### config.mk
export PLATFORM = sky130hd
export DESIGN_NAME = sbic_core
export DESIGN_NICKNAME = d
export VERILOG_FILES = /design/src/pkg/sbic_pkg.sv /design/src/core/sbic_core.sv
export SDC_FILE = /design/constraint.sdc
export NUM_CORES = 1
export LEC_CHECK = 0
export ABC_AREA = 1
export BUFFER_PORTS_ARGS = -buffer_cell sky130_fd_sc_hd__buf_4
export CORE_MARGIN = 3
export CORE_UTILIZATION = 40
export DETAILED_ROUTE_END_ITERATION = 10
export PLACE_DENSITY = 0.72
export SLEW_MARGIN = 20
export SYNTH_ARGS = -nofsm -noshare
export SYNTH_HDL_FRONTEND = slang
export SYNTH_SLANG_ARGS = --single-unit
### constraint.sdc
create_clock -name hclk -period 1.4 [get_ports hclk]
set_input_delay 0.28 -clock hclk [delete_from_list [all_inputs] [get_ports hclk]]
set_output_delay 0.28 -clock hclk [all_outputs]
set_load 0.02 [all_outputs]
### src/pkg/sbic_pkg.sv
// package for the sensor-bus pin-control, version and clear command block
// assumes the frame decoder delivers checked commands as one-cycle pulses
package sbic_pkg;

    // ----------------------------------------------------------------
    // command codes and frame kinds
    // ----------------------------------------------------------------
    localparam logic [3:0] CMD_PIN_CTRL = 4'h3;
    localparam logic [3:0] CMD_VERSION = 4'h4;
    localparam logic [3:0] CMD_CLEAR = 4'h7;
    localparam logic [3:0] ADDR_GLOBAL = 4'h0;

    typedef enum logic [1:0] {
        SBIC_FRM_LONG,
        SBIC_FRM_SHORT8,
        SBIC_FRM_SHORT10
    } sbic_frame_t;

    // command as handed over by the frame decoder
    typedef struct packed {
        sbic_frame_t frame;
        logic [7:0] data;
        logic [3:0] addr;
        logic [3:0] cmd;
    } sbic_cmd_t;

    // ----------------------------------------------------------------
    // data byte field positions
    // ----------------------------------------------------------------
    localparam int DIR_LSB = 0;
    localparam int LVL_LSB = 4;
    localparam int PIN_COUNT = 3;

    // ----------------------------------------------------------------
    // register offsets (byte addresses)
    // ----------------------------------------------------------------
    localparam logic [7:0] OFS_ADDR = 8'h00;
    localparam logic [7:0] OFS_PINS = 8'h04;
    localparam logic [7:0] OFS_IRQ_STAT = 8'h08;
    localparam logic [7:0] OFS_IRQ_MASK = 8'h0C;
    localparam logic [7:0] OFS_FUSE = 8'h10;

    // interrupt status bits
    localparam int IRQ_PIN_CTRL = 0;
    localparam int IRQ_VERSION = 1;
    localparam int IRQ_CLEAR = 2;
    localparam int IRQ_COUNT = 3;

    // reset values
    localparam logic [3:0] RST_ADDR = 4'h0;
    localparam logic [2:0] RST_DIR = 3'h0;
    localparam logic [2:0] RST_LVL = 3'h0;
    localparam logic [2:0] RST_IRQ = 3'h0;

endpackage : sbic_pkg

### src/core/sbic_core.sv
// pin-control, version-request and clear command handling of a bus slave
// assumes commands arrive CRC-checked as one-cycle pulses from the framer
// assumes hclk is the only clock and every input is synchronous to it
// assumes software writes the device address before any addressed command
// Behaviour
// RULE1 - a pin whose direction bit is 1 is driven with its commanded level.
// RULE2 - a pin whose direction bit is 0 is an input and its level bit has no effect.
// RULE3 - the pin-control data byte holds three level and three direction bits, one per pin.
// RULE4 - reset and clear set all direction bits to 0, making every pin an input.
// RULE5 - a valid addressed pin-control command is answered in the next message.
// RULE6 - pin-control and version commands count only in long-word frames, never short.
// RULE7 - the pin-control reply echoes direction and commanded level, not the pins.
// RULE8 - pin-control and version commands act only when the address matches.
// RULE9 - a pin-control command to address 0000 is applied by all with no reply.
// RULE10 - a version request returns a four-bit version and the fuse-parity error bit.
// RULE11 - at power-up the fuse parity is computed and compared with the stored one.
// RULE12 - a version request to address 0000 is ignored entirely.
// RULE13 - an accepted clear opens the bus switch and returns registers to reset values; the code keeps the interrupt mask and sets interrupt status bit 2.
// RULE14 - a clear command is never answered.
// RULE15 - clear is accepted for the own address and for address 0000.
// RULE16 - codes are pin control 3, version 4, clear 7; clear is valid in every frame.
// RULE17 - pin levels for status are latched on request and held until the reply.
`timescale 1ns/1ns
module sbic_core #(
    parameter logic [3:0] SILICON_VERSION = 4'h2, // arbitrary value
    parameter int FUSE_BITS = 16
) (
    input wire logic hclk,
    input wire logic hresetn,
    input wire logic [31:0] haddr,
    input wire logic [1:0] htrans,
    input wire logic hwrite,
    input wire logic [2:0] hsize,
    input wire logic hsel,
    input wire logic hready,
    input wire logic [31:0] hwdata,
    output logic [31:0] hrdata,
    output logic hreadyout,
    output logic hresp,
    input wire logic cmd_valid,
    input wire sbic_pkg::sbic_cmd_t cmd_in,
    input wire logic status_req,
    input wire logic reply_sent,
    output logic reply_valid,
    output logic [15:0] reply_word,
    output logic bus_switch_open,
    input wire logic [FUSE_BITS-1:0] fuse_bits,
    input wire logic fuse_parity_stored,
    input wire logic [2:0] logic_pin_in,
    output logic [2:0] logic_pin_out,
    output logic [2:0] logic_pin_oe,
    output logic [2:0] pin_status_latched,
    output logic irq
);

    // ----------------------------------------------------------------
    // parameter checks
    // ----------------------------------------------------------------
    // refuse a fuse vector the parity tree cannot take
    initial
    begin
        if (FUSE_BITS < 1)
        begin
            $error("FUSE_BITS must be at least 1");
        end
    end

    // ----------------------------------------------------------------
    // command decode
    // ----------------------------------------------------------------
    // command-side state
    logic [3:0] dev_addr_ff;
    logic [2:0] pin_direction_bits_ff;
    logic [2:0] pin_drive_level_ff;
    logic fuse_parity_error_ff;
    logic parity_done_ff;
    logic [2:0] irq_stat_ff;
    logic [2:0] irq_mask_ff;
    // decoded command strobes, one cycle each
    logic is_long;
    logic addr_match;
    logic addr_global;
    logic do_pin;
    logic do_pin_reply;
    logic do_ver;
    logic do_clear;

    // frame kind and address compare
    // RULE6 long-word only
    assign is_long = (cmd_in.frame == sbic_pkg::SBIC_FRM_LONG);
    assign addr_match = (cmd_in.addr == dev_addr_ff);
    assign addr_global = (cmd_in.addr == sbic_pkg::ADDR_GLOBAL);
    // RULE16 command codes
    // RULE8 own address
    // RULE9 global applies
    assign do_pin = cmd_valid && is_long && (cmd_in.cmd == sbic_pkg::CMD_PIN_CTRL)
        && (addr_match || addr_global);
    // global pin control is applied but never answered
    assign do_pin_reply = do_pin && !addr_global;
    // RULE12 global ignored
    assign do_ver = cmd_valid && is_long && (cmd_in.cmd == sbic_pkg::CMD_VERSION)
        && addr_match && !addr_global;
    // RULE15 own or global
    assign do_clear = cmd_valid && (cmd_in.cmd == sbic_pkg::CMD_CLEAR)
        && (addr_match || addr_global);

    // ----------------------------------------------------------------
    // bus slave
    // ----------------------------------------------------------------
    // write address held into the data phase
    logic wr_pend_ff;
    logic [7:0] wr_addr_ff;
    logic [31:0] nxt_rdata;
    logic take;

    // hsize is not decoded, whole-word transfers only
    assign take = hsel && hready && htrans[1];

    // address phase capture, zero wait state
    always_ff @(posedge hclk or negedge hresetn)
    begin
        if (!hresetn)
        begin
            wr_pend_ff <= 1'b0;
            wr_addr_ff <= 8'h00;
        end
        else
        begin
            wr_pend_ff <= take && hwrite;
            wr_addr_ff <= take ? haddr[7:0] : wr_addr_ff;
        end
    end

    // read mux, unmapped reads as zero
    // only the low address byte is decoded
    always_comb
    begin
        nxt_rdata = 32'h00000000;
        case (haddr[7:0])
            sbic_pkg::OFS_ADDR: nxt_rdata[3:0] = dev_addr_ff;
            sbic_pkg::OFS_PINS: nxt_rdata[10:0] = {logic_pin_in, 1'b0, pin_drive_level_ff,
                1'b0, pin_direction_bits_ff};
            sbic_pkg::OFS_IRQ_STAT: nxt_rdata[2:0] = irq_stat_ff;
            sbic_pkg::OFS_IRQ_MASK: nxt_rdata[2:0] = irq_mask_ff;
            sbic_pkg::OFS_FUSE: nxt_rdata[0] = fuse_parity_error_ff;
            default: nxt_rdata = 32'h00000000;
        endcase
    end

    // read data registered, always ready, always okay
    // hrdata holds between reads so a late sample stays valid
    always_ff @(posedge hclk or negedge hresetn)
    begin
        if (!hresetn)
        begin
            hrdata <= 32'h00000000;
            hreadyout <= 1'b1;
            hresp <= 1'b0;
        end
        else
        begin
            hrdata <= (take && !hwrite) ? nxt_rdata : hrdata;
            hreadyout <= 1'b1;
            hresp <= 1'b0;
        end
    end

    // ----------------------------------------------------------------
    // device address (set by initialization elsewhere, via software)
    // ----------------------------------------------------------------
    // clear drops the address, software must set it again
    // RULE13 clear resets registers
    always_ff @(posedge hclk or negedge hresetn)
    begin
        if (!hresetn)
        begin
            dev_addr_ff <= sbic_pkg::RST_ADDR;
        end
        else if (do_clear)
        begin
            dev_addr_ff <= sbic_pkg::RST_ADDR;
        end
        else if (wr_pend_ff && wr_addr_ff == sbic_pkg::OFS_ADDR)
        begin
            dev_addr_ff <= hwdata[3:0];
        end
    end

    // ----------------------------------------------------------------
    // pin control
    // ----------------------------------------------------------------
    // RULE3 field extraction
    // clear wins over a pin command in the same cycle
    // RULE4 reset and clear inputs
    always_ff @(posedge hclk or negedge hresetn)
    begin
        if (!hresetn)
        begin
            pin_direction_bits_ff <= sbic_pkg::RST_DIR;
            pin_drive_level_ff <= sbic_pkg::RST_LVL;
        end
        else if (do_clear)
        begin
            pin_direction_bits_ff <= sbic_pkg::RST_DIR;
            pin_drive_level_ff <= sbic_pkg::RST_LVL;
        end
        else if (do_pin)
        begin
            pin_direction_bits_ff <= cmd_in.data[sbic_pkg::DIR_LSB +: sbic_pkg::PIN_COUNT];
            pin_drive_level_ff <= cmd_in.data[sbic_pkg::LVL_LSB +: sbic_pkg::PIN_COUNT];
        end
    end

    // per-pin driver, output only when direction is 1
    // pin count is fixed at three by the data byte layout
    // each pin is one flip-flop pair: enable and level
    genvar gi;
    generate
        for (gi = 0; gi < sbic_pkg::PIN_COUNT; gi++)
        begin : g_pin
            // outputs lag the direction and level registers by one cycle
            // an input pin is never driven, whatever its level bit says
            // RULE1 drive output
            // RULE2 input ignores level
            always_ff @(posedge hclk or negedge hresetn)
            begin
                if (!hresetn)
                begin
                    logic_pin_oe[gi] <= 1'b0;
                    logic_pin_out[gi] <= 1'b0;
                end
                else
                begin
                    logic_pin_oe[gi] <= pin_direction_bits_ff[gi];
                    logic_pin_out[gi] <= pin_direction_bits_ff[gi] & pin_drive_level_ff[gi];
                end
            end
        end
    endgenerate

    // ----------------------------------------------------------------
    // pin status latch
    // ----------------------------------------------------------------
    // RULE17 latch and hold
    // the first request latches, later requests are ignored until the reply
    logic status_hold_ff;
    always_ff @(posedge hclk or negedge hresetn)
    begin
        if (!hresetn)
        begin
            status_hold_ff <= 1'b0;
            pin_status_latched <= 3'h0;
        end
        // RULE13 clear releases the latch
        else if (do_clear)
        begin
            status_hold_ff <= 1'b0;
            pin_status_latched <= 3'h0;
        end
        else if (status_req && !status_hold_ff)
        begin
            status_hold_ff <= 1'b1;
            pin_status_latched <= logic_pin_in;
        end
        else if (reply_sent)
        begin
            status_hold_ff <= 1'b0;
        end
    end

    // ----------------------------------------------------------------
    // fuse parity check after reset release
    // ----------------------------------------------------------------
    // evaluated once, the fuses are taken as stable after reset
    // a mismatch stays flagged until the next reset
    // RULE11 parity compare
    always_ff @(posedge hclk or negedge hresetn)
    begin
        if (!hresetn)
        begin
            parity_done_ff <= 1'b0;
            fuse_parity_error_ff <= 1'b0;
        end
        else if (!parity_done_ff)
        begin
            parity_done_ff <= 1'b1;
            fuse_parity_error_ff <= (^fuse_bits) != fuse_parity_stored;
        end
    end

    // ----------------------------------------------------------------
    // reply for the next message
    // ----------------------------------------------------------------
    // RULE5 reply next message
    // RULE7 echo commanded bits
    // RULE10 version and parity
    // RULE14 clear silent
    // a clear drops a pending reply and starts none
    // a newer reply overrides an unsent one
    // reply layouts: address, zeros, then the payload
    always_ff @(posedge hclk or negedge hresetn)
    begin
        if (!hresetn)
        begin
            reply_valid <= 1'b0;
            reply_word <= 16'h0000;
        end
        else if (do_clear)
        begin
            reply_valid <= 1'b0;
            reply_word <= 16'h0000;
        end
        else if (do_pin_reply)
        begin
            reply_valid <= 1'b1;
            reply_word <= {cmd_in.addr, 5'h00, cmd_in.data[6:4], 1'b0, cmd_in.data[2:0]};
        end
        else if (do_ver)
        begin
            reply_valid <= 1'b1;
            reply_word <= {cmd_in.addr, 4'h0, SILICON_VERSION, 3'h0, fuse_parity_error_ff};
        end
        else if (reply_sent)
        begin
            reply_valid <= 1'b0;
        end
    end

    // software closes the switch, clear and reset open it
    // RULE13 open bus switch
    always_ff @(posedge hclk or negedge hresetn)
    begin
        if (!hresetn)
        begin
            bus_switch_open <= 1'b1;
        end
        else if (do_clear)
        begin
            bus_switch_open <= 1'b1;
        end
        else if (wr_pend_ff && wr_addr_ff == sbic_pkg::OFS_FUSE)
        begin
            bus_switch_open <= hwdata[8];
        end
    end

    // ----------------------------------------------------------------
    // interrupts: set wins over write-one-to-clear
    // ----------------------------------------------------------------
    // event strobes in status bit order
    logic [2:0] ev;
    // write-one-to-clear strobe, live only in a write data phase
    logic [2:0] w1c;
    assign ev = {do_clear, do_ver, do_pin};
    assign w1c = (wr_pend_ff && wr_addr_ff == sbic_pkg::OFS_IRQ_STAT) ? hwdata[2:0] : 3'h0;

    // status, mask and the registered interrupt line
    // an event in the clearing cycle keeps its bit set
    always_ff @(posedge hclk or negedge hresetn)
    begin
        if (!hresetn)
        begin
            irq_stat_ff <= sbic_pkg::RST_IRQ;
            irq_mask_ff <= sbic_pkg::RST_IRQ;
            irq <= 1'b0;
        end
        else
        begin
            irq_stat_ff <= (irq_stat_ff & ~w1c) | ev;
            if (wr_pend_ff && wr_addr_ff == sbic_pkg::OFS_IRQ_MASK)
            begin
                irq_mask_ff <= hwdata[2:0];
            end
            irq <= |(irq_stat_ff & irq_mask_ff);
        end
    end

endmodule : sbic_core

==> summary.txt <==
Floorplan
  – Core box area: 7486 µm²
  – Standard-cell row count: 31
  – Initial Util: a little over two fifths
  – Horiz. Die Dim: between 90 and 100 µm
  – Ports: 177
  – Die area: ~9100 µm²
  – Chip height: ~95 µm

Clocking
  – Sink Count: 60
  – Reg clk slew, reported paths: approximately 0.06 ns
  – CTS Root Cell: clkbuf_8
  – CTS buffer count: 9
  – Clk_lat worst skew: 0.33 ns
  – CTS tree: built
  – Buffer levels on the longest clock path: 2
  – Htree depth: 3

Setup path
  – R2r setup slk: -0.08 ns
  – Startpoint types: flop
  – Max FO, Critical Path: 11
  – CP arrival: about 1.7 ns
  – Setup CP Type: reg2reg
  – Reg2reg end: pin_status_latched[2]
  – Crit path required time: 1.62 ns
  – Crit end category: flop
  – RR Startpoint: dev_addr_ff[1]
  – R2r worst-path depth: 8

Routing
  – Antenna viol nets, final: 0
  – Pre-antenna DRT Iters: 4
  – Avg Vias per Cell: approximately 4.6
  – DR vias: ~2,900
  – DRC violations left: 0
  – Starting DRC count in detailed routing: around 120
  – Routed WL per cell: between 10 and 15 µm
  – Final WL: between 7000 and 8000 µm

Global route
  – Antenna violations before repair: 0
  – Number of global-route vias before repair: ~2,800
  – Overall global routing resource usage: between 10% and 20%
  – Largest net degree at the start of global routing: 35
  – Aggregate global routing overflow: 0
  – First-pass GRT wire length: ~12,000 µm

Placement
  – Port Buffers: slightly below 90
  – DP Wirelength: just over 6000 µm
  – Post-Place Worst Slack: -0.1810 ns
  – RePlAce Congestion: just under 0.9

Synthesis
  – Yosys cell types: 30
  – Synthesized instance count: around 400
  – Async SR Flop Fraction: between 90% and 100%
  – Seq/Total Area, Yosys: a little under half
  – Synthesized area per cell: 7.937 µm²
  – Mapped Area: roughly 3200 µm²
  – Top FF cell, synth: dfrtp_1
  – Synthesized flop and latch total: 60
  – Post-synth EDFFs: 0
  – Synth warnings: 0

Worst hold path
  – Hold path depth: 3
  – Hold Path End: bus_switch_open
  – Hold path startpoint: hwdata[8]
  – HP Class: in2reg

Timing
  – Final setup margin: -0.08199 ns
  – Final setup violation count: 24
  – Final Skew: 0.005000 ns
  – Max-slew violations: 0
  – Minimum clock period: around 1.5 ns
  – RSZ-0062 raised after global routing: yes
  – Final Hold Fails: 0
  – Crit share post-route: 105.9%
  – Setup TNS: -1.292 ns
  – Fmax: between 600 and 700 MHz

Run status
  – Failing checks: setup timing
  – Status: finished with violations

Pwr
  – Leak Pwr: roughly 2.5 nW
  – Maximum VDD drop: around 0.36 mV
  – PwrDens: around 1100 nW/µm²

Final layout
  – Sequential cell area: 1503 µm²
  – Area of the multi-input gates: ~1500 µm²
  – Area Growth Syn to Fin: 37.37%
  – Share of cells above drive strength 1: 31.34%
  – Diode count: 0
  – Final core occ: roughly three fifths
  – Fillers: 691
  – Nets: 646

Job
  – Max_cap viols: 0
-- what timing repair did --
item / CTS / global route
pin swaps: 1 / 5
resized for setup: 17 / 18
hold buffers: 1 / 0
endpoints found under the setup margin: 29 / 32
endpoints found under the hold margin: 42 / 0
buffers inserted: 2 / 1
-- synthesized netlist by cell type, drive strengths merged, types with 2 or more instances --
master  instances  area (µm²)
clkinv          2       7.510
xor2            8       70.07
nor3            6       41.29
dfrtp          59        1476
buf            32       247.7
a21oi           6       33.78
conb            2       7.510
o21ai          30       150.1
nand4           7       43.79
nor2           13       56.31
mux2            3       33.78
xnor2           5       43.79
inv            41       153.9
nand3          37       185.2
nand2         144       565.5
-- cell usage in the layout, fill, tap and decap left out, types with 3 or more instances in the layout --
cell | synthesis | final
nand2_2 | 4 | 7
nand3_2 | 0 | 6
nand2_1 | 138 | 133
buf_6 | 2 | 3
inv_2 | 2 | 4
dfrtp_1 | 59 | 59
xnor2_1 | 5 | 5
xor2_1 | 8 | 8
nand3_1 | 37 | 31
nor3_1 | 5 | 4
clkbuf_8 | 0 | 10
nor2_1 | 10 | 8
nand2_4 | 2 | 3
o21ai_1 | 5 | 11
a21oi_1 | 5 | 5
o21ai_0 | 25 | 17
inv_1 | 39 | 37
nand4_1 | 7 | 7
nor2_2 | 3 | 5
mux2_2 | 3 | 3
conb_1 | 2 | 31
buf_4 | 30 | 116
clkbuf_1 | 1 | 6
-- report_power, final --
group / switching [mW] / internal (mW)
Clock: 0.600 / 0.695
Combinational: 0.671 / 0.532
Sequential: 0.150 / 1.97
-- sequential cells by signal, summed over array words and instances (netlist names), 4 cells and up --
| name | flops |
|---|---|
| hrdata | 10 |
| reply_word | 10 |
| wr_addr_ff | 8 |
| dev_addr_ff | 4 |
-- per-layer routing --
layer / global-route usage (%) / share of wire (%) / vias to the layer above
met5: 0 / 0 / -
met4: 6.010 / 1.8 / 0
met3: 5.841 / 8.5 / 13
met2: 29.80 / 49 / 104
met1: 19.59 / 41 / 1316
li1: - / - / 1473
-- stage by stage --
| step | hold WS [ns] | power, mW | area, µm² | cells |
|---|---|---|---|---|
| final | 0.1592 | 4.620 | 4383 | 635 |
| after CTS | 0.1466 | 4.626 | 4338 | 634 |
| after floorplan | -0.01559 | 2.795 | 3299 | 431 |
| after global placement | 0.1179 | 3.245 | 4083 | 615 |
| after detailed placement | 0.1195 | 3.285 | 4083 | 615 |
| after global routing | 0.1453 | 4.896 | 4383 | 635 |
-- cells by family after synthesis --
logic type	share of synthesized area [%]
AO/OA/AOI/OAI	6.157
XOR/XNOR	3.569
buffers and inverters	12.94
flip-flops	47.10
multiplexers	1.372
other	0.2354
AND/OR/NAND/NOR	28.63
-- how the worst max path moves through the flow --
stage | from | to | slack [ns] | depth (start not counted)
after floorplan | dev_addr_ff[1] | reply_word[0] | 0.03 | 8
after global placement | cmd_in[5] | pin_drive_level_ff[0] | -0.13 | 9
after detailed placement | cmd_in[5] | pin_drive_level_ff[0] | -0.18 | 9
after CTS | dev_addr_ff[1] | reply_word[0] | -0.05 | 8
after global routing | dev_addr_ff[1] | pin_drive_level_ff[2] | -0.15 | 8
final | dev_addr_ff[1] | pin_status_latched[2] | -0.08 | 8
-- layout make-up --
class / count / area share [%]
inverter: 43 / 3.711
clock buffer: 16 / 3.654
tap: 99 / 2.826
multi-input combinational: 295 / 33.74
timing repair buffer: 122 / 21.78
sequential: 60 / 34.28
-- critical path, cell delays in order (launching register included) --
cell,delay (ns)
dfrtp_1,0.37
or2_1,0.22
a21oi_2,0.18
nand2_2,0.11
nand2_4,0.11
nand2_8,0.09
buf_6,0.17
nand3_2,0.06
nand2_1,0.07
Note: power is estimated with default switching activity, not from simulation.
